$ cat src/cer_pkg.sv
/*
  Constants for the camera exposure and readout controller: register
  indices, field positions, reset values and timing counts.
  Assumes a 100 MHz core clock.
*/
package cer_pkg;
  // clock and timing
  localparam int CLK_NS = 10;
  localparam int LINE_NS = 31250;            // one line period
  localparam int LINE_CYC = LINE_NS / CLK_NS;
  localparam int LVAL_NS = 27840;            // active part of a line
  localparam int LVAL_CYC = LVAL_NS / CLK_NS;
  localparam int US_NS = 1000;               // exposure time base
  localparam int US_CYC = US_NS / CLK_NS;
  localparam logic [15:0] LINE_US = 16'(LINE_NS / US_NS); // whole us per line
  localparam logic [15:0] PW_TAIL_US = 16'h0005; // pulse-width extra time
  // frame geometry in rows
  localparam logic [10:0] FULL_FIRST = 11'h000;
  localparam logic [10:0] FULL_LAST = 11'h40f;   // 1039
  localparam logic [10:0] PART_FIRST = 11'h140;  // 320
  localparam logic [10:0] PART_LAST = 11'h2cf;   // 719
  localparam logic [10:0] DRAFT_STEP = 11'h007;  // jump to next group of 8
  localparam logic [2:0] DRAFT_KEEP = 3'h2;      // rows kept per group
  // register indices
  localparam logic [3:0] REG_CTRL = 4'h0;
  localparam logic [3:0] REG_SETUP = 4'h1;
  localparam logic [3:0] REG_SHUTTER = 4'h2;
  localparam logic [3:0] REG_STATUS = 4'h3;
  // control field positions
  localparam int CTRL_PART = 0;
  localparam int CTRL_DRAFT = 1;
  localparam int CTRL_EXPOSURE_TRIGGER_IN_EN = 2;
  localparam int CTRL_POL_POS = 3;
  localparam int CTRL_PW_MODE = 4;
  localparam int CTRL_MULTI = 5;
  localparam int CTRL_SRC_AUX = 6;
  localparam int CTRL_W = 7;
  localparam logic [6:0] CTRL_RST = 7'h00;
  // black level offset limits and reset
  localparam logic signed [15:0] SETUP_MIN = -16'sd248;
  localparam logic signed [15:0] SETUP_MAX = 16'sd511;
  localparam logic [9:0] SETUP_RST = 10'h000;
  // shutter in microseconds
  localparam logic [15:0] SHUT_MIN_US = 16'h0064;   // 1/10000 s
  localparam logic [15:0] SHUT_MAX_US = 16'h8235;   // 1/30 s
  localparam logic [15:0] SHUT_RST = 16'h8235;
  // controller states, one-hot
  typedef enum logic [7:0] {
    ST_IDLE  = 8'h01,
    ST_FIX   = 8'h02,
    ST_PW    = 8'h04,
    ST_TAIL  = 8'h08,
    ST_ACC   = 8'h10,
    ST_REQ   = 8'h20,
    ST_ALIGN = 8'h40,
    ST_READ  = 8'h80
  } cer_state_t;
endpackage : cer_pkg

$ cat src/cer_ctrl.sv
/*
  Exposure and readout sequencer of a progressive-scan camera: readout
  mode selection, triggered exposure, multiple exposure, frame and line
  valid, a two-entry row buffer and a small register port.
  Assumes control lines from the frame grabber change on link_clk and the
  auxiliary trigger is fully asynchronous; both are synchronised here.
*/
// How it works
// RULE1: centre-window and draft readout can never be enabled together.
// RULE2: full readout outputs every effective row once per frame.
// RULE3: centre-window readout outputs only the middle 400 rows.
// RULE4: draft readout outputs two rows of every eight across the area.
// RULE5: black-level offset is clamped to a signed -248..+511 range.
// RULE6: trigger comes from control line one or the auxiliary connector.
// RULE7: negative polarity starts exposure on the trigger falling edge.
// RULE8: positive polarity starts exposure on the trigger rising edge.
// RULE9: fixed mode exposure lasts the shutter setting, not the pulse.
// RULE10: frame valid rises with the next line valid after exposure.
// RULE11: pulse-width mode exposes for the pulse plus five microseconds.
// RULE12: the source holds a pulse-width trigger at least one line.
// RULE13: multiple exposure only acts while triggered shutter is on.
// RULE14: the multiple-exposure readout request is control line two.
// RULE15: exposures before a readout request accumulate into one image.
// RULE16: each accumulated exposure follows fixed or pulse-width timing.
// RULE17: the request is active low, one line up to ten milliseconds.
// RULE18: frame valid follows the next line valid after the request ends.
`timescale 1ns/1ps
module cer_ctrl
  import cer_pkg::*;
(
  input wire logic core_clk,
  input wire logic reset_n,
  input wire logic [3:0] reg_addr,
  input wire logic [15:0] reg_wdata,
  input wire logic reg_wr,
  input wire logic reg_rd,
  output logic [15:0] reg_rdata,
  input wire logic link_clk,
  input wire logic cc1_in,
  input wire logic cc2_in,
  input wire logic aux_exposure_trigger_in_in,
  output logic frame_valid,
  output logic line_valid,
  output logic exposing,
  output logic [10:0] row_data,
  output logic row_valid,
  input wire logic row_ready
);
  import cer_pkg::*;
  logic [CTRL_W-1:0] ctrl_r;
  logic [9:0] setup_r;
  logic [15:0] shutter_r;
  logic [15:0] rdata_r;
  cer_state_t st_r, st_nxt;
  logic [2:0] lclk_r, cc1_r, cc2_r, aux_r;
  logic cc1_s_r, cc2_s_r, exposure_trigger_in_prev_r, req_prev_r;
  logic [11:0] line_cnt_r;
  logic [6:0] us_cnt_r;
  logic [15:0] exp_cnt_r;
  logic [7:0] acc_cnt_r;
  logic [10:0] row_r;
  logic last_r, fval_r, lval_r, expo_r;
  logic [10:0] buf_q [0:1];
  logic [1:0] buf_v_r;
  // synchronisers: stage 0 feeds stage 1 only
  always_ff @(posedge core_clk or negedge reset_n)
  begin
    if (!reset_n)
    begin
      lclk_r <= 3'h0;
      cc1_r <= 3'h0;
      cc2_r <= 3'h7;
      aux_r <= 3'h0;
    end
    else
    begin
      lclk_r <= {lclk_r[1:0], link_clk};
      cc1_r <= {cc1_r[1:0], cc1_in};
      cc2_r <= {cc2_r[1:0], cc2_in};
      aux_r <= {aux_r[1:0], aux_exposure_trigger_in_in};
    end
  end

  // grabber lines are taken on a rising link clock edge
  wire link_rise = lclk_r[1] & ~lclk_r[2];
  always_ff @(posedge core_clk or negedge reset_n)
  begin
    if (!reset_n)
    begin
      cc1_s_r <= 1'b0;
      cc2_s_r <= 1'b1;
    end
    else if (link_rise)
    begin
      cc1_s_r <= cc1_r[1];
      cc2_s_r <= cc2_r[1]; // RULE14
    end
  end

  // control decode
  wire part_on = ctrl_r[CTRL_PART];
  wire draft_on = ctrl_r[CTRL_DRAFT];
  wire exposure_trigger_in_on = ctrl_r[CTRL_EXPOSURE_TRIGGER_IN_EN];
  wire pw_on = ctrl_r[CTRL_PW_MODE];
  wire multi_on = exposure_trigger_in_on & ctrl_r[CTRL_MULTI]; // RULE13
  wire exposure_trigger_in_lvl = ctrl_r[CTRL_SRC_AUX] ? aux_r[2] : cc1_s_r; // RULE6
  // active level follows polarity, so both edges reduce to a rise here
  wire exposure_trigger_in_act = ctrl_r[CTRL_POL_POS] ? exposure_trigger_in_lvl : ~exposure_trigger_in_lvl; // RULE7 RULE8
  wire exposure_trigger_in_start = exposure_trigger_in_act & ~exposure_trigger_in_prev_r;
  wire req_act = ~cc2_s_r; // RULE17
  wire req_end = ~req_act & req_prev_r;

  // time bases; microsecond phase restarts per state so exposures are exact
  wire line_tick = (line_cnt_r == 12'(LINE_CYC - 1));
  wire us_tick = (us_cnt_r == 7'(US_CYC - 1));
  always_ff @(posedge core_clk or negedge reset_n)
  begin
    if (!reset_n)
    begin
      line_cnt_r <= 12'h000;
      us_cnt_r <= 7'h00;
      exposure_trigger_in_prev_r <= 1'b0;
      req_prev_r <= 1'b0;
    end
    else
    begin
      line_cnt_r <= line_tick ? 12'h000 : line_cnt_r + 12'h001;
      us_cnt_r <= (us_tick || st_nxt != st_r) ? 7'h00 : us_cnt_r + 7'h01;
      exposure_trigger_in_prev_r <= exposure_trigger_in_act;
      req_prev_r <= req_act;
    end
  end

  // register writes; a write asking for both window modes keeps the old mode bits
  wire wr_ctrl = reg_wr & (reg_addr == REG_CTRL);
  wire both_modes = reg_wdata[CTRL_PART] & reg_wdata[CTRL_DRAFT];
  wire [CTRL_W-1:0] ctrl_wv = both_modes ?
    {reg_wdata[CTRL_W-1:2], ctrl_r[1:0]} : reg_wdata[CTRL_W-1:0]; // RULE1
  wire signed [15:0] setup_in = $signed(reg_wdata);
  wire [15:0] setup_cl = (setup_in < SETUP_MIN) ? SETUP_MIN :
    (setup_in > SETUP_MAX) ? SETUP_MAX : reg_wdata; // RULE5
  wire [15:0] shut_cl = (reg_wdata < SHUT_MIN_US) ? SHUT_MIN_US :
    (reg_wdata > SHUT_MAX_US) ? SHUT_MAX_US : reg_wdata;
  always_ff @(posedge core_clk or negedge reset_n)
  begin
    if (!reset_n)
    begin
      ctrl_r <= CTRL_RST;
      setup_r <= SETUP_RST;
      shutter_r <= SHUT_RST;
    end
    else if (reg_wr)
    begin
      if (wr_ctrl)
        ctrl_r <= ctrl_wv;
      if (reg_addr == REG_SETUP)
        setup_r <= setup_cl[9:0];
      if (reg_addr == REG_SHUTTER)
        shutter_r <= shut_cl;
    end
  end

  // read mux; unmapped indices read zero
  wire [15:0] status_w = {acc_cnt_r, st_r};
  wire [15:0] rd_mux =
    (reg_addr == REG_CTRL) ? {9'h000, ctrl_r} :
    (reg_addr == REG_SETUP) ? {{6{setup_r[9]}}, setup_r} :
    (reg_addr == REG_SHUTTER) ? shutter_r :
    (reg_addr == REG_STATUS) ? status_w : 16'h0000;
  always_ff @(posedge core_clk or negedge reset_n)
  begin
    if (!reset_n)
      rdata_r <= 16'h0000;
    else
      rdata_r <= reg_rd ? rd_mux : 16'h0000;
  end

  // row walk per readout mode
  wire [10:0] row_first = part_on ? PART_FIRST : FULL_FIRST; // RULE3
  wire [10:0] row_last = part_on ? PART_LAST : FULL_LAST; // RULE2
  wire draft_jump = draft_on & (row_r[2:0] == DRAFT_KEEP - 3'h1);
  wire [10:0] row_next = row_r + (draft_jump ? DRAFT_STEP : 11'h001); // RULE4
  wire buf_ready = ~buf_v_r[1];
  wire push = (st_r == ST_READ) & line_tick & ~last_r & buf_ready;
  wire pop = buf_v_r[0] & row_ready;
  wire exp_end_fix = us_tick & (exp_cnt_r >= shutter_r - 16'h0001);
  wire exp_end_tail = us_tick & (exp_cnt_r >= PW_TAIL_US - 16'h0001);
  wire exp_done = (st_r == ST_FIX && exp_end_fix) ||
    (st_r == ST_TAIL && exp_end_tail);

  // sequencer next state
  always_comb
  begin
    st_nxt = st_r;
    case (st_r)
      ST_IDLE:
        if (!exposure_trigger_in_on)
          st_nxt = ST_ALIGN;
        else if (exposure_trigger_in_start)
          st_nxt = pw_on ? ST_PW : ST_FIX; // RULE16
      ST_FIX:
        if (exp_end_fix)
          st_nxt = multi_on ? ST_ACC : ST_ALIGN; // RULE9
      ST_PW:
        if (!exposure_trigger_in_act)
          st_nxt = ST_TAIL; // RULE12
      ST_TAIL:
        if (exp_end_tail)
          st_nxt = multi_on ? ST_ACC : ST_ALIGN; // RULE11
      ST_ACC:
        if (!multi_on)
          st_nxt = ST_ALIGN;
        else if (req_act)
          st_nxt = ST_REQ;
        else if (exposure_trigger_in_start)
          st_nxt = pw_on ? ST_PW : ST_FIX; // RULE15
      ST_REQ:
        if (req_end)
          st_nxt = ST_ALIGN; // RULE18
      ST_ALIGN:
        if (line_tick)
          st_nxt = ST_READ; // RULE10
        else if (exposure_trigger_in_on && acc_cnt_r == 8'h00) // free run yields to trigger
          st_nxt = ST_IDLE;
      ST_READ:
        if (line_tick && last_r)
          st_nxt = ST_IDLE;
      default:
        st_nxt = ST_IDLE;
    endcase
  end

  // state, exposure counters and accumulation count
  always_ff @(posedge core_clk or negedge reset_n)
  begin
    if (!reset_n)
    begin
      st_r <= ST_IDLE;
      exp_cnt_r <= 16'h0000;
      acc_cnt_r <= 8'h00;
    end
    else
    begin
      st_r <= st_nxt;
      if (st_nxt != st_r)
        exp_cnt_r <= 16'h0000;
      else if (us_tick)
        exp_cnt_r <= exp_cnt_r + 16'h0001;
      if (exp_done)
        acc_cnt_r <= acc_cnt_r + 8'h01; // RULE15
      else if (st_r == ST_READ && st_nxt == ST_IDLE)
        acc_cnt_r <= 8'h00;
    end
  end

  // frame and line valid; frame valid only ever rises on a line start
  always_ff @(posedge core_clk or negedge reset_n)
  begin
    if (!reset_n)
    begin
      fval_r <= 1'b0;
      lval_r <= 1'b0;
      expo_r <= 1'b0;
      row_r <= 11'h000;
      last_r <= 1'b0;
    end
    else
    begin
      expo_r <= (st_nxt == ST_FIX) | (st_nxt == ST_PW) | (st_nxt == ST_TAIL);
      if (line_tick)
        lval_r <= 1'b1;
      else if (line_cnt_r == 12'(LVAL_CYC - 1))
        lval_r <= 1'b0;
      if (st_r == ST_ALIGN && line_tick)
      begin
        fval_r <= 1'b1; // RULE10
        row_r <= row_first;
        last_r <= 1'b0;
      end
      else if (st_r == ST_READ && line_tick && last_r)
        fval_r <= 1'b0;
      else if (push)
      begin
        // a stalled line is retried on the next line, never skipped
        row_r <= row_next;
        last_r <= (row_r == row_last) || (row_next > row_last);
      end
    end
  end

  // two-entry row buffer: entry 0 faces the receiver
  always_ff @(posedge core_clk or negedge reset_n)
  begin
    if (!reset_n)
    begin
      buf_v_r <= 2'h0;
      buf_q[0] <= 11'h000;
      buf_q[1] <= 11'h000;
    end
    else
    begin
      if (pop)
      begin
        buf_q[0] <= buf_v_r[1] ? buf_q[1] : row_r;
        buf_v_r[0] <= buf_v_r[1] | push;
        buf_v_r[1] <= buf_v_r[1] & push;
        if (buf_v_r[1] && push)
          buf_q[1] <= row_r;
      end
      else if (push)
      begin
        if (!buf_v_r[0])
        begin
          buf_q[0] <= row_r;
          buf_v_r[0] <= 1'b1;
        end
        else
        begin
          buf_q[1] <= row_r;
          buf_v_r[1] <= 1'b1;
        end
      end
    end
  end

  assign reg_rdata = rdata_r;
  assign frame_valid = fval_r;
  assign line_valid = lval_r;
  assign exposing = expo_r;
  assign row_data = buf_q[0];
  assign row_valid = buf_v_r[0];
  // checks
  a_modes_exclusive: assert property (@(posedge core_clk) disable iff
    (!reset_n) !(part_on && draft_on)) // RULE1
    else $error("window and draft modes both enabled");
  a_setup_in_range: assert property (@(posedge core_clk) disable iff
    (!reset_n) $signed(setup_r) >= -10'sd248) // RULE5
    else $error("black level offset below range");
  a_frame_with_line: assert property (@(posedge core_clk) disable iff
    (!reset_n) $rose(fval_r) |-> $rose(lval_r)) // RULE10
    else $error("frame valid rose without line valid");
  a_fixed_exposure_len: assert property (@(posedge core_clk) disable iff
    (!reset_n) (st_r == ST_FIX && st_nxt != ST_FIX)
    |-> exp_cnt_r + 16'h0001 >= shutter_r) // RULE9
    else $error("fixed exposure ended early");
  a_tail_exposure_len: assert property (@(posedge core_clk) disable iff
    (!reset_n) $rose(st_r == ST_TAIL) |-> ##[480:520] st_r != ST_TAIL)
    // RULE11
    else $error("pulse-width tail not about five microseconds");
  a_multi_gated: assert property (@(posedge core_clk) disable iff
    (!reset_n) $rose(st_r == ST_ACC) |-> $past(multi_on)) // RULE13
    else $error("accumulation without multiple exposure mode");
  a_request_to_frame: assert property (@(posedge core_clk) disable iff
    (!reset_n) (st_r == ST_REQ && req_end) |=> st_r == ST_ALIGN) // RULE18
    else $error("no alignment after readout request");
  a_align_bounded: assert property (@(posedge core_clk) disable iff // RULE18
    (!reset_n) st_r == ST_ALIGN |-> exp_cnt_r <= LINE_US)
    else $error("frame start waited longer than one line");
  a_draft_rows: assert property (@(posedge core_clk) disable iff
    (!reset_n) (push && draft_on) |-> row_r[2:0] < DRAFT_KEEP) // RULE4
    else $error("draft mode output a skipped row");
  a_window_rows: assert property (@(posedge core_clk) disable iff
    (!reset_n) (push && part_on) |-> row_r >= PART_FIRST &&
    row_r <= PART_LAST) // RULE3
    else $error("window mode row outside centre area");
  a_trigger_starts: assert property (@(posedge core_clk) disable iff
    (!reset_n) (st_r == ST_IDLE && exposure_trigger_in_on && exposure_trigger_in_start) |=> expo_r)
    // RULE7 RULE8
    else $error("trigger edge did not start exposure");
endmodule : cer_ctrl

$ cat config.mk
export PLATFORM = sky130hd
export DESIGN_NAME = cer_ctrl
export DESIGN_NICKNAME = d
export VERILOG_FILES = /design/src/cer_pkg.sv /design/src/cer_ctrl.sv
export SDC_FILE = /design/constraint.sdc
export NUM_CORES = 1
export LEC_CHECK = 0
export ABC_AREA = 0
export BUFFER_PORTS_ARGS = -buffer_cell sky130_fd_sc_hd__buf_2
export CORE_AREA = 2 2 138 140
export CTS_BUF_LIST = sky130_fd_sc_hd__clkbuf_8 sky130_fd_sc_hd__clkbuf_16
export CTS_CLUSTER_DIAMETER = 120
export DETAILED_ROUTE_END_ITERATION = 16
export DIE_AREA = 0 0 140 142
export SYNTH_ARGS = -nofsm -noshare
export SYNTH_HDL_FRONTEND = slang
export SYNTH_SLANG_ARGS = --single-unit
$ cat constraint.sdc
create_clock -name core_clk -period 5.71 [get_ports core_clk]
set_input_delay 0.571 -clock core_clk [delete_from_list [all_inputs] [get_ports core_clk]]
set_output_delay 0.571 -clock core_clk [all_outputs]
set_load 0.03 [all_outputs]
# ---- After elaboration in Yosys (flattened, before gate mapping)
# Index checks and enable logic that the tools add are counted.
dict set report classes {
  add_sub_neg 6
  magnitude_cmp 7
  eq_ne 24
  mux 53
  n_bitwise 24
  n_reduce_logical 29
}
# cell n
set ops {}
lappend ops {{2-to-1 mux 16 bit} 9}
lappend ops {{2-to-1 mux 8 bit} 13}
lappend ops {{2-to-1 mux 11 bit} 8}
lappend ops {{case mux 8 bit (8 select lines)} 1}
lappend ops {{2-to-1 mux 22 bit} 2}
lappend ops {{== test 12 bit, second input constant} 2}
lappend ops {{2-to-1 mux 10 bit} 2}
lappend ops {{adder 16 x 1 -> 16 bit, second input constant} 1}
lappend ops {{== test 8 x 1 -> 1 bit, second input constant} 2}
lappend ops {{== test 8 x 2 -> 1 bit, second input constant} 2}
lappend ops {{== test 8 x 3 -> 1 bit, second input constant} 2}
lappend ops {{== test 8 x 4 -> 1 bit, second input constant} 2}
lappend ops {{>= comparator 16 bit} 1}
lappend ops {{>= comparator 16 x 3 -> 1 bit, second input constant} 1}
lappend ops {{greater-than comparator 16 x 10 -> 1 bit, second input constant} 1}
lappend ops {{greater-than comparator 16 bit, second input constant} 1}
lappend ops {{less-than comparator 16 x 7 -> 1 bit, second input constant} 1}
lappend ops {{less-than comparator 16 x 9 -> 1 bit, second input constant} 1}
lappend ops {{subtractor 16 x 1 -> 16 bit, second input constant} 1}
lappend ops {{bitwise AND 1 bit} 14}
lappend ops {{2-to-1 mux 7 bit} 2}
lappend ops {{nonzero test 2 bit} 7}
lappend ops {{adder 12 x 1 -> 12 bit, second input constant} 1}
lappend ops {{2-to-1 mux 12 bit} 1}
lappend ops {{28 further kinds} 65}
dict set report word_totals {
  ff_bits 153
  output_inout_bits 31
  word_cells 170
}

# ---- Logic depth before layout (Yosys ltp)
# Gate-level depths: netlist of run 1.
dict set report logic_depth {
  ltp_word 12
  mapped_depth 16
  ltp_nobuf 15
}

# ---- Worst setup path after synthesis of run 1
# No wires, ideal clock.
dict set report synth_path {
  kind {register to register}
  start {register shutter_r[3]}
  end {register acc_cnt_r[2]}
  setup_time_ns 0.118
  t_arrival_ns 3.606
  t_required_ns 5.592
  slack_ns 1.986
  stages_incl_launch_ff 17
  path_buffers 1
  period_less_slack_ns 3.724
  cell_sequence {dfrtp_1 -> or4_1 -> nor3_1 -> nand2b_1 -> nor3_1 -> nand2b_1 -> nor4_1 -> xnor2_1 -> ha_1 -> a211oi_1 -> o22ai_1 -> a31oi_1 -> nand3_1 -> a31oi_1 -> clkbuf_1 -> a21oi_1 -> a21o_1}
}
dict set report synth_via {
  elab_chain_cells 8
  elab_cells_between_ends 11
}
# item line
set synth_rtl {}
lappend synth_rtl {{from (decl)} cer_ctrl.sv:52} ;# logic [15:0] shutter_r;
lappend synth_rtl {{from (signal assigned)} cer_ctrl.sv:159} ;# shutter_r <= shut_cl;
lappend synth_rtl {{subtractor 16 x 1 -> 16 bit *} cer_ctrl.sv:186} ;# wire exp_end_fix = us_tick & (exp_cnt_r >= shutter_r - 16'h0001);
lappend synth_rtl {{>= comparator 16 bit *} cer_ctrl.sv:186}
lappend synth_rtl {{bitwise AND 1 bit *} cer_ctrl.sv:186}
lappend synth_rtl {{2-to-1 mux 8 bit} cer_ctrl.sv:202} ;# if (exp_end_fix)
lappend synth_rtl {{case mux 8 bit (8 select lines)} cer_ctrl.sv:195} ;# case (st_r)
lappend synth_rtl {{== test 8 x 1 -> 1 bit} cer_ctrl.sv:251} ;# else if (st_r == ST_READ && st_nxt == ST_IDLE)
lappend synth_rtl {{logical AND 1 bit} cer_ctrl.sv:251}
lappend synth_rtl {{nonzero test 2 bit (no line)} --}
lappend synth_rtl {{to (signal assigned)} cer_ctrl.sv:250} ;# acc_cnt_r <= acc_cnt_r + 8'h01;
lappend synth_rtl {{to (decl)} cer_ctrl.sv:60} ;# logic [7:0] acc_cnt_r;
# Every way passes the cells marked *; elsewhere a longest branch is shown, timed or not.
# A chain may end at the register's enable or synchronous reset.

# ---- Worst setup path in the final report of run 1
dict set report layout_path {
  start {register shutter_r[3]}
  end {register us_cnt_r[2]}
}
dict set report layout_via {
  elab_chain_cells 8
}
# item line
set layout_rtl {}
lappend layout_rtl {{subtractor 16 x 1 -> 16 bit} cer_ctrl.sv:186}
lappend layout_rtl {{>= comparator 16 bit} cer_ctrl.sv:186}
lappend layout_rtl {{bitwise AND 1 bit} cer_ctrl.sv:186}
lappend layout_rtl {{2-to-1 mux 8 bit} cer_ctrl.sv:202}
lappend layout_rtl {{case mux 8 bit (8 select lines)} cer_ctrl.sv:195}
lappend layout_rtl {{!= test 8 bit} cer_ctrl.sv:128} ;# us_cnt_r <= (us_tick || st_nxt != st_r) ? 7'h00 : us_cnt_r + 7'h01;
lappend layout_rtl {{logical OR 1 bit} cer_ctrl.sv:128}
lappend layout_rtl {{2-to-1 mux 7 bit} cer_ctrl.sv:128}
lappend layout_rtl {{to (signal assigned)} cer_ctrl.sv:128}
lappend layout_rtl {{to (decl)} cer_ctrl.sv:58} ;# logic [6:0] us_cnt_r;
# No other way between the ends.

==> flow_metrics.env, run 1 <==
export IMPL_synth_ff_type="dfrtp_1"
export IMPL_final_util=0.499
export IMPL_syn_instance_count=857
export IMPL_p_sw_mw=0.781
export IMPL_power_frac_comb=0.148
export IMPL_period_minus_slack_ns=4.21
export IMPL_critPathRequiredTime_ns=6.02
export IMPL_hold_path_class="input pin to async pin"
export IMPL_via_per_inst=5.45
export IMPL_seqCellArea_mm2=0.00384
export IMPL_p_int_mw=2.02
export IMPL_setup_viol=0
export IMPL_vias=6268
export IMPL_cts_resized=0
export IMPL_post_dp_hpwl_mm=13.4
export IMPL_cts_setup_buffers=0
export IMPL_path_cells="or4_1 > nor3_1 > nand2b_1 > nor3_1 > nand2b_1 > nor4_1 > xnor2_1 > ha_1 > nand4_1 > nor2_1 > o311ai_0 > and4_1 > nor3_4 > or2_4 > nor2_1"
export IMPL_grt_pass1_wl_mm=31.2
export IMPL_critPathMaxStageDelay_ns=0.65
export IMPL_io_pins=60
export IMPL_core_mm2=0.0185
export IMPL_tightest_slew_ns=0.947
export IMPL_track_usage=0.198
export IMPL_timing_rr_end="us_cnt_r[2]$_DFF_PN0_"
export IMPL_rsz0062_at_grt="false"
export IMPL_clk_pin_slew_ns=0.06
export IMPL_seqPwrFrac=0.449
export IMPL_path_delay_family="simple AND/OR/NAND/NOR gates"
export IMPL_synth_edf_count=0
export IMPL_synth_adder_area_share=0.0498
export IMPL_wl_mm=18.7
export IMPL_start_util=0.443
export IMPL_grt_max_degree=106
export IMPL_p_clk_frac=0.403
export IMPL_yosys_area_share_simple=0.220
export IMPL_overflow=0
export IMPL_clock_sinks=153
export IMPL_drc=2
export IMPL_synth_cell_type_count=74
export IMPL_synth_xor_area_frac=0.0578
export IMPL_start_kind="flip-flop"
export IMPL_arrival_ns=4.52
export IMPL_final_max_slew_viol_count=0
export IMPL_cp_slowest_cell="nor3_4"
export IMPL_multi_input_area_mm2=0.00405
export IMPL_leakage_nw=4.20
export IMPL_power_density_mw_per_mm2=303
export IMPL_synth_mux_area_frac=0.0378
export IMPL_ys_warn_count=0
export IMPL_drtAntennaViolNets=0
export IMPL_r2r_setup_slack_ns=1.50
export IMPL_drive_above_1_share=0.153
export IMPL_hold_viol_final=0
export IMPL_areaGrowthSynthToFinish_pct=12.6
export IMPL_drt_iter0_markers=423
export IMPL_vdd_drop_max_uv=212
export IMPL_setup_tns_ns=0
export IMPL_first_global_vias=5997
export IMPL_syn_area_per_cell_um2=9.55
export IMPL_synth_top_family_by_area="simple AND/OR/NAND/NOR gates"
export IMPL_die_width_um=140
export IMPL_r2r_start="shutter_r[3]$_DFFE_PN0P_"
export IMPL_ys_ff_latch=153
export IMPL_clk_latency_ns=0.43
export IMPL_fin_worst_skew_ns=0.0116
export IMPL_fin_crit_sh=0.737
export IMPL_critPathMaxFanout=19
export IMPL_clockRootBuffer="clkbuf_16"
export IMPL_cts_tree="built"
export IMPL_slew_limit_headroom=0.369
export IMPL_routedWlPerCell_um=16.2
export IMPL_fmax_ghz=0.238
export IMPL_critPathCaptureType="flip-flop"
export IMPL_final_nets=964
export IMPL_synth_area_mm2=0.00818
export IMPL_tritoncts_num_buffers=17
export IMPL_drtPass1Iterations=11
export IMPL_path_buf_inv=0
export IMPL_fp_dieArea_mm2=0.0199
export IMPL_die_y_um=142
export IMPL_cap_viol_max_count=0
export IMPL_synth_yosys_seq_area_share=0.469
export IMPL_worst_setup_path_type="flip-flop to flip-flop"
export IMPL_switching_share=0.279
export IMPL_synth_compound_area_frac=0.129
export IMPL_num_rows=50
export IMPL_htree_levels=4
export IMPL_clock_path_buffers=2
export IMPL_synthArstFlopShare=1.00
export IMPL_diodes=0
export IMPL_place_congestion=0.867
export IMPL_violations="design-rule violations"
export IMPL_syn_num_nets=918
export IMPL_crit_cells=15
export IMPL_io_buffers=59
export IMPL_fillCellCount=1729
export IMPL_antenna_found_initial=1
export IMPL_r2r_cells=15
export IMPL_cts_hold_buf=0
export IMPL_outcome="finished, violations left"
-- flip-flops by register name, indices dropped and copies added, names as in the netlist, 3 cells and up --
signal      cells
acc_cnt_r       8
aux_r           3
buf_q          11
ctrl_r          7
exp_cnt_r      16
lclk_r          3
line_cnt_r     12
reg_rdata      16
row_data       11
row_r          11
setup_r        10
shutter_r      16
st_r            8
us_cnt_r        7
-- area by class of cell --
type,count,share of cell area
Timing Repair Buffer,66,0.0384
Inverter,24,0.00977
Tap cell,234,0.0318
Sequential cell,153,0.417
Clock buffer,17,0.0462
Multi-Input combinational cell,641,0.440
Clock inverter,15,0.0176
-- how the worst max path moves through the flow --
stage                                   from                  endpoint  slack (ns)
floorplan           shutter_r[3]$_DFFE_PN0P_  acc_cnt_r[2]$_DFFE_PN0P_        1.99
global placement    shutter_r[3]$_DFFE_PN0P_     us_cnt_r[2]$_DFF_PN0_        1.64
detailed placement  shutter_r[3]$_DFFE_PN0P_     us_cnt_r[2]$_DFF_PN0_        1.55
CTS                 shutter_r[3]$_DFFE_PN0P_     us_cnt_r[2]$_DFF_PN0_        1.54
global route        shutter_r[3]$_DFFE_PN0P_     us_cnt_r[2]$_DFF_PN0_        1.04
finish              shutter_r[3]$_DFFE_PN0P_     us_cnt_r[2]$_DFF_PN0_        1.50
-- cell families after synthesis --
group           after synthesis
simple gates                356
fa+ha+maj                    32
xor+xnor                     54
compound gates              170
flops                       153
mux                          29
buf+inv                      63
-- stage by stage --
| stage | hold slack, ns | cell area, µm² | cells | total power [mW] | setup WS [ns] |
|---|---|---|---|---|---|
| 2_1_floorplan | 0.275 | 8180 | 857 | 1.56 | 1.99 |
| 3_3_place_gp | 0.333 | 8630 | 1118 | 1.69 | 1.64 |
| 3_5_place_dp | 0.342 | 8630 | 1118 | 1.69 | 1.55 |
| 4_1_cts | 0.223 | 9220 | 1150 | 2.82 | 1.54 |
| 5_1_grt | 0.221 | 9220 | 1150 | 2.93 | 1.04 |
| 6_report | 0.245 | 9220 | 1150 | 2.80 | 1.50 |
-- worst reg2reg max path: stages (launching register included) --
cell and delay, ns:
dfrtp_1 0.43, or4_1 0.57, nor3_1 0.21, nand2b_1 0.11, nor3_1 0.24, nand2b_1 0.14, nor4_1 0.25, xnor2_1 0.10
ha_1 0.29, nand4_1 0.16, nor2_1 0.18, o311ai_0 0.17, and4_1 0.26, nor3_4 0.65, or2_4 0.27, nor2_1 0.05
-- cell usage in the layout (no fill, tap or decap), types with 9 or more instances in the layout --
| master | netlist | routed |
|---|---|---|
| a21oi_1 | 44 | 44 |
| buf_2 | 6 | 58 |
| clkbuf_16 | 0 | 17 |
| dfrtp_1 | 143 | 143 |
| dfstp_2 | 10 | 10 |
| ha_1 | 31 | 31 |
| inv_1 | 23 | 26 |
| mux2_2 | 15 | 15 |
| mux2i_1 | 14 | 14 |
| nand2_1 | 105 | 105 |
| nand3_1 | 42 | 42 |
| nand4_1 | 13 | 13 |
| nor2_1 | 89 | 89 |
| nor2b_1 | 15 | 15 |
| nor3_1 | 15 | 15 |
| nor4_1 | 12 | 11 |
| o21ai_0 | 63 | 63 |
| o31ai_1 | 9 | 9 |
| xnor2_1 | 29 | 29 |
| xor2_1 | 25 | 25 |
-- cells in the mapped netlist, types with 8 or more instances --
library cell / count / share of area
o31ai_1: 9 / 0.0083
nand4_1: 13 / 0.0099
nand2_1: 105 / 0.048
mux2i_1: 14 / 0.017
nand2b_1: 8 / 0.0061
nor2_1: 89 / 0.041
xnor2_1: 29 / 0.031
inv_1: 23 / 0.011
ha_1: 31 / 0.047
xor2_1: 25 / 0.027
dfrtp_1: 143 / 0.44
o21ai_0: 63 / 0.039
buf_4: 12 / 0.011
nor4_1: 12 / 0.0092
nor3_1: 15 / 0.0092
nor2b_1: 15 / 0.011
mux2_2: 15 / 0.021
clkbuf_1: 19 / 0.0087
nand3_1: 42 / 0.026
dfstp_2: 10 / 0.032
a21oi_1: 44 / 0.027
-- power groups by stage --
stage	registers, mW	clock network (mW)	logic [mW]
2_1_floorplan	1.25	0	0.312
3_3_place_gp	1.27	0	0.412
3_5_place_dp	1.27	0	0.414
4_1_cts	1.26	1.15	0.415
5_1_grt	1.27	1.20	0.465
6_report	1.26	1.13	0.413
-- per-layer routing --
layer / vias to the layer above / share of wire / track usage / wire, µm
li1: 3119 / - / - / -
met1: 3006 / 0.48 / 0.279 / 9040
met2: 123 / 0.46 / 0.309 / 8620
met3: 20 / 0.038 / 0.0427 / 715
met4: 0 / 0.016 / 0.0617 / 303
met5: - / 0 / 0 / 0
(Power assumes the default switching activity.)
==> run 2: changes to the inputs <==
--- a/config.mk
+++ b/config.mk
@@ -5,13 +5,13 @@
 export SDC_FILE = /design/constraint.sdc
 export NUM_CORES = 1
 export LEC_CHECK = 0
-export ABC_AREA = 0
+export ABC_AREA = 1
 export BUFFER_PORTS_ARGS = -buffer_cell sky130_fd_sc_hd__buf_2
-export CORE_AREA = 2 2 138 140
+export CORE_AREA = 2 2 141 143
 export CTS_BUF_LIST = sky130_fd_sc_hd__clkbuf_8 sky130_fd_sc_hd__clkbuf_16
 export CTS_CLUSTER_DIAMETER = 120
 export DETAILED_ROUTE_END_ITERATION = 16
-export DIE_AREA = 0 0 140 142
+export DIE_AREA = 0 0 143 145
 export SYNTH_ARGS = -nofsm -noshare
 export SYNTH_HDL_FRONTEND = slang
 export SYNTH_SLANG_ARGS = --single-unit
==> constraint.sdc (replaced) <==
create_clock -name core_clk -period 4.3 [get_ports core_clk]
set_input_delay 0.43 -clock core_clk [delete_from_list [all_inputs] [get_ports core_clk]]
set_output_delay 0.43 -clock core_clk [all_outputs]
set_load 0.03 [all_outputs]
==> flow_metrics.env, run 2 <==
export IMPL_outcome="finished, final reports clean"
export IMPL_synthArstFlopShare=1.00
export IMPL_final_max_slew_viol_count=0
export IMPL_fmax_ghz=0.265
export IMPL_areaGrowthSynthToFinish_pct=12.5
export IMPL_vias=6791
export IMPL_drtAntennaViolNets=0
export IMPL_power_frac_comb=0.230
export IMPL_cts_setup_buffers=0
export IMPL_vdd_drop_max_uv=305
export IMPL_clk_latency_ns=0.43
export IMPL_fillCellCount=1867
export IMPL_synth_top_area_frac=0.419
export IMPL_ys_warn_count=0
export IMPL_synth_cell_type_count=60
export IMPL_power_density_mw_per_mm2=426
export IMPL_drive_above_1_share=0.155
export IMPL_rsz0062_at_grt="false"
export IMPL_routedWlPerCell_um=14.5
export IMPL_die_width_um=143
export IMPL_io_buffers=59
export IMPL_cp_slowest_cell="nor3_1"
export IMPL_start_kind="flip-flop"
export IMPL_worst_setup_path_type="flip-flop to flip-flop"
export IMPL_cap_viol_max_count=0
export IMPL_num_rows=51
export IMPL_critPathMaxFanout=16
export IMPL_htree_levels=4
export IMPL_track_usage=0.201
export IMPL_synth_yosys_seq_area_share=0.449
export IMPL_synth_ff_type="dfrtp_1"
export IMPL_mostFrequentLayoutCell="nand2_1"
export IMPL_timing_rr_end="exp_cnt_r[15]$_DFFE_PN0P_"
export IMPL_fin_crit_sh=0.876
export IMPL_syn_area_per_cell_um2=8.37
export IMPL_start_util=0.445
export IMPL_syn_instance_count=1021
export IMPL_first_global_vias=6556
export IMPL_p_clk_frac=0.349
export IMPL_synth_edf_count=0
export IMPL_final_cell_mix="nand2_1, inv_1, dfrtp_1, nor2_1, o21ai_0"
export IMPL_diodes=0
export IMPL_yosys_area_top_type="dfrtp_1"
export IMPL_clock_path_buffers=2
export IMPL_clk_pin_slew_ns=0.07
export IMPL_synth_area_mm2=0.00855
export IMPL_p_sw_mw=1.42
export IMPL_yosysMostFrequentCell="nand2_1"
export IMPL_antenna_found_initial=0
export IMPL_io_pins=60
export IMPL_ys_top_cells_by_area="dfrtp_1, nand2_1, inv_1"
export IMPL_die_y_um=145
export IMPL_setup_tns_ns=0
export IMPL_clockRootBuffer="clkbuf_16"
export IMPL_whs_ns=0.0970
export IMPL_grt_max_degree=105
export IMPL_critPathCaptureType="flip-flop"
export IMPL_r2r_setup_slack_ns=0.53
export IMPL_tightest_slew_ns=1.13
export IMPL_place_congestion=0.880
export IMPL_fp_dieArea_mm2=0.0207
export IMPL_drc=0
export IMPL_finalPower_mw=4.09
export IMPL_grt_pass1_wl_mm=33.4
export IMPL_overflow=0
export IMPL_synth_top_cells_by_count="nand2_1, dfrtp_1, inv_1"
export IMPL_critPathRequiredTime_ns=4.65
export IMPL_period_minus_slack_ns=3.77
export IMPL_wl_mm=19.7
export IMPL_via_per_inst=5.00
export IMPL_grt_busiest_layer="met2"
export IMPL_setup_viol=0
export IMPL_cts_resized=0
export IMPL_seqPwrFrac=0.421
export IMPL_final_nets=1140
export IMPL_hold_path_class="input pin to async pin"
export IMPL_arrival_ns=4.12
export IMPL_slew_limit_headroom=0.244
export IMPL_cts_tree="built"
export IMPL_drt_iter0_markers=365
export IMPL_grt_use_met2=0.321
export IMPL_switching_share=0.348
export IMPL_r2r_start="shutter_r[0]$_DFFE_PN1P_"
export IMPL_leakage_nw=4.54
export IMPL_syn_num_nets=1082
export IMPL_p_int_mw=2.67
export IMPL_hold_viol_final=0
export IMPL_drtPass1Iterations=5
export IMPL_critPathMaxStageDelay_ns=0.37
export IMPL_r2r_cells=21
export IMPL_ys_ff_latch=153
export IMPL_grtUsageMet3=0.0399
export IMPL_core_mm2=0.0192
export IMPL_post_dp_hpwl_mm=14.7
export IMPL_tritoncts_num_buffers=17
export IMPL_clock_sinks=153
export IMPL_met1_usage=0.279
export IMPL_fin_worst_skew_ns=0.0117
export IMPL_crit_top_cell="nand2_1"
export IMPL_path_cells="inv_1 > nand2_1 > nor3_1 > nand3_1 > nor3_1 > nand2_1 > nor3_1 > xor2_1 > inv_1 > ha_1 > a21oi_1 > o21ai_0 > a21oi_1 > nand2_1 > nand4_1 > nand3_1 > nand2_1 > nand3_2 > nor2_4 > nand2_4 > nor2_1"
export IMPL_cts_hold_buf=0
-- run 2: worst max path at each step --
stage / from / to / slack, ns / cells past startpoint
2_1_floorplan: shutter_r[0]$_DFFE_PN1P_ / acc_cnt_r[0]$_DFFE_PN0P_ / 1.02 / 19
3_3_place_gp: shutter_r[0]$_DFFE_PN1P_ / exp_cnt_r[15]$_DFFE_PN0P_ / 0.67 / 21
3_5_place_dp: shutter_r[0]$_DFFE_PN1P_ / exp_cnt_r[15]$_DFFE_PN0P_ / 0.55 / 21
4_1_cts: shutter_r[0]$_DFFE_PN1P_ / exp_cnt_r[15]$_DFFE_PN0P_ / 0.54 / 21
5_1_grt: shutter_r[0]$_DFFE_PN1P_ / exp_cnt_r[15]$_DFFE_PN0P_ / 0.05 / 21
6_report: shutter_r[0]$_DFFE_PN1P_ / exp_cnt_r[15]$_DFFE_PN0P_ / 0.53 / 21
-- run 2: cells by family after synthesis --
kind of cell | share of synthesized area
and+or+nand+nor | 0.253
buffers and inverters | 0.0858
AOI/OAI and AO/OA | 0.120
DFF | 0.449
xor gates and xnor gates | 0.0441
adders and majority gates | 0.0477
-- run 2: power groups by stage --
stage | clock network [mW] | registers, mW | logic (mW)
after floorplan | 0 | 1.72 | 0.793
after global placement | 0 | 1.75 | 0.942
after detailed placement | 0 | 1.75 | 0.954
after CTS | 1.46 | 1.72 | 0.955
after global routing | 1.52 | 1.74 | 1.07
final | 1.43 | 1.72 | 0.942
-- run 2: layout make-up --
| type | count | area, µm² | area share |
|---|---|---|---|
| clock inverter | 13 | 110 | 0.0115 |
| sequential | 153 | 3840 | 0.400 |
| tap | 265 | 332 | 0.0345 |
| clock buffer | 19 | 453 | 0.0471 |
| timing repair buffer | 63 | 332 | 0.0345 |
| inverter | 152 | 573 | 0.0596 |
| multi-input combinational | 692 | 3970 | 0.413 |
-- run 2: per-stage QoR --
stage | utilization | std cells | worst slack [ns] | area (µm²)
3_5_place_dp | 0.471 | 1325 | 0.547 | 9050
5_1_grt | 0.500 | 1357 | 0.0541 | 9610
4_1_cts | 0.500 | 1357 | 0.539 | 9610
3_3_place_gp | 0.471 | 1325 | 0.671 | 9050
2_1_floorplan | - | 1021 | 1.02 | 8550
6_report | 0.500 | 1357 | 0.533 | 9610
-- run 2: metal layers --
layer,routed length [µm],vias up
li1,-,3477
met1,9320,3148
met2,9220,139
met3,810,27
met4,340,0
met5,0,-
-- run 2: worst max-delay path, delay by kind of cell, from the launching register on --
kind,cells,cell delay [ns]
AOI/OAI and AO/OA,3,0.37
xor gates and xnor gates,1,0.17
adders and majority gates,1,0.28
buffers and inverters,2,0.18
DFF,1,0.36
and+or+nand+nor,14,2.32
==> run 3: changes to the inputs <==
--- a/config.mk
+++ b/config.mk
@@ -6,12 +6,12 @@
 export NUM_CORES = 1
 export LEC_CHECK = 0
 export ABC_AREA = 1
-export BUFFER_PORTS_ARGS = -buffer_cell sky130_fd_sc_hd__buf_2
 export CORE_AREA = 2 2 141 143
 export CTS_BUF_LIST = sky130_fd_sc_hd__clkbuf_8 sky130_fd_sc_hd__clkbuf_16
 export CTS_CLUSTER_DIAMETER = 120
 export DETAILED_ROUTE_END_ITERATION = 16
 export DIE_AREA = 0 0 143 145
+export DONT_BUFFER_PORTS = 1
 export SYNTH_ARGS = -nofsm -noshare
 export SYNTH_HDL_FRONTEND = slang
 export SYNTH_SLANG_ARGS = --single-unit
==> flow_metrics.env, run 3 (synthesis results as in run 2) <==
export IMPL_outcome="finished, violations left"
export IMPL_violations="negative hold slack"
export IMPL_die_width_um=143
export IMPL_clock_sinks=153
export IMPL_routedWlPerCell_um=14.9
export IMPL_drive_above_1_share=0.105
export IMPL_critPathRequiredTime_ns=4.65
export IMPL_wl_mm=19.3
export IMPL_r2r_cells=21
export IMPL_r2r_setup_slack_ns=0.52
export IMPL_antenna_found_initial=0
export IMPL_areaGrowthSynthToFinish_pct=9.59
export IMPL_clk_latency_ns=0.43
export IMPL_critPathMaxFanout=16
export IMPL_whs_ns=-0.0140
export IMPL_final_cell_mix="nand2_1, inv_1, dfrtp_1, nor2_1, o21ai_0"
export IMPL_hold_viol_final=8
export IMPL_tritoncts_num_buffers=17
export IMPL_arrival_ns=4.13
export IMPL_cts_tree="built"
export IMPL_vdd_drop_max_uv=269
export IMPL_drtAntennaViolNets=0
export IMPL_cp_slowest_cell="nor3_1"
export IMPL_track_usage=0.197
export IMPL_num_rows=51
export IMPL_clockRootBuffer="clkbuf_16"
export IMPL_leakage_nw=4.30
export IMPL_core_mm2=0.0192
export IMPL_stdcell_area_mm2=0.00937
export IMPL_grt_max_degree=154
export IMPL_drt_iter0_markers=436
export IMPL_start_util=0.445
export IMPL_rsz0062_at_grt="false"
export IMPL_critPathMaxStageDelay_ns=0.39
export IMPL_io_buffers=0
export IMPL_critPathCaptureType="flip-flop"
export IMPL_diodes=0
export IMPL_final_nets=1084
export IMPL_grt_pass1_wl_mm=32.2
export IMPL_cap_viol_max_count=0
export IMPL_overflow=0
export IMPL_vias=6677
export IMPL_clk_pin_slew_ns=0.07
export IMPL_r2r_start="shutter_r[0]$_DFFE_PN1P_"
export IMPL_die_y_um=145
export IMPL_final_max_slew_viol_count=0
export IMPL_slew_limit_headroom=0.253
export IMPL_place_congestion=0.877
export IMPL_worst_setup_path_type="flip-flop to flip-flop"
export IMPL_via_per_inst=5.13
export IMPL_fin_crit_sh=0.878
export IMPL_setup_tns_ns=0
export IMPL_setup_viol=0
export IMPL_place_area_mm2=0.00873
export IMPL_timing_rr_end="exp_cnt_r[0]$_DFFE_PN0P_"
export IMPL_fmax_ghz=0.265
export IMPL_io_pins=60
export IMPL_fin_worst_skew_ns=0.0106
export IMPL_power_density_mw_per_mm2=432
export IMPL_cts_setup_buffers=0
export IMPL_cts_hold_buf=2
export IMPL_clock_path_buffers=2
export IMPL_crit_top_cell="nand2_1"
export IMPL_hold_path_class="input pin to async pin"
export IMPL_tightest_slew_ns=1.11
export IMPL_htree_levels=4
export IMPL_mostFrequentLayoutCell="nand2_1"
export IMPL_cts_resized=0
export IMPL_fp_dieArea_mm2=0.0207
export IMPL_path_cells="inv_1 > nand2_1 > nor3_1 > nand3_1 > nor3_1 > nand2_1 > nor3_1 > xor2_1 > inv_1 > ha_1 > a21oi_1 > o21ai_0 > a21oi_1 > nand2_1 > nand4_1 > nand3_1 > nand2_1 > nand3_2 > nor2_4 > nand2_4 > nor2_1"
export IMPL_post_dp_hpwl_mm=14.3
export IMPL_first_global_vias=6310
export IMPL_drc=0
export IMPL_drtPass1Iterations=6
export IMPL_start_kind="flip-flop"
export IMPL_period_minus_slack_ns=3.78
export IMPL_path_delay_family="simple AND/OR/NAND/NOR gates"
export IMPL_path_buf_inv=2
run 3: worst max-delay path by stage:
stage | startpoint | end | slack [ns] | cells after the start
after floorplan | shutter_r[0]$_DFFE_PN1P_ | acc_cnt_r[0]$_DFFE_PN0P_ | 1.02 | 19
after global placement | shutter_r[0]$_DFFE_PN1P_ | exp_cnt_r[15]$_DFFE_PN0P_ | 0.70 | 21
after detailed placement | shutter_r[0]$_DFFE_PN1P_ | exp_cnt_r[3]$_DFFE_PN0P_ | 0.52 | 21
after CTS | shutter_r[0]$_DFFE_PN1P_ | exp_cnt_r[3]$_DFFE_PN0P_ | 0.52 | 21
after global routing | shutter_r[0]$_DFFE_PN1P_ | exp_cnt_r[0]$_DFFE_PN0P_ | 0.004 | 21
final | shutter_r[0]$_DFFE_PN1P_ | exp_cnt_r[0]$_DFFE_PN0P_ | 0.52 | 21
run 3: per-layer routing:
layer,vias up,GRT usage,wire length [µm]
li1,3359,-,-
met1,3148,0.273,8910
met2,146,0.305,9100
met3,24,0.0485,1010
met4,0,0.0569,300
met5,-,0,0
run 3: final cells by class:
cell class,instances,area (µm²)
clock buffers,18,439
clock inverters,14,126
fillers,1849,9840
inverters,152,573
multi-input cells,692,3970
flip-flops and latches,153,3840
well taps,265,332
repair buffers,7,82.6
run 3: per-stage QoR:
stage / setup WS, ns / hold slack [ns] / total power, mW / utilization / std cells
global placement: 0.702 / 0.141 / 2.59 / 0.455 / 1264
finish: 0.523 / -0.0140 / 4.05 / 0.488 / 1301
global route: 0.00419 / 0.0412 / 4.29 / 0.488 / 1301
CTS: 0.524 / 0.00505 / 4.10 / 0.486 / 1298
floorplan: 1.02 / 0.134 / 2.52 / - / 1021
detailed placement: 0.519 / 0.141 / 2.60 / 0.455 / 1264
run 3: worst register-to-register path, cell delays in order, from the launching register on:
cell and delay [ns]:
dfstp_2 0.36, inv_1 0.12, nand2_1 0.10, nor3_1 0.39, nand3_1 0.19, nor3_1 0.29, nand2_1 0.13, nor3_1 0.20
xor2_1 0.16, inv_1 0.05, ha_1 0.28, a21oi_1 0.14, o21ai_0 0.09, a21oi_1 0.12, nand2_1 0.15, nand4_1 0.13
nand3_1 0.10, nand2_1 0.09, nand3_2 0.08, nor2_4 0.13, nand2_4 0.21, nor2_1 0.17
run 3: power by group:
| part | internal [mW] | total [mW] | switching (mW) |
|---|---|---|---|
| Sequential | 1.60 | 1.82 | 0.224 |
| Combinational | 0.256 | 0.782 | 0.526 |
| Clock | 0.777 | 1.44 | 0.668 |
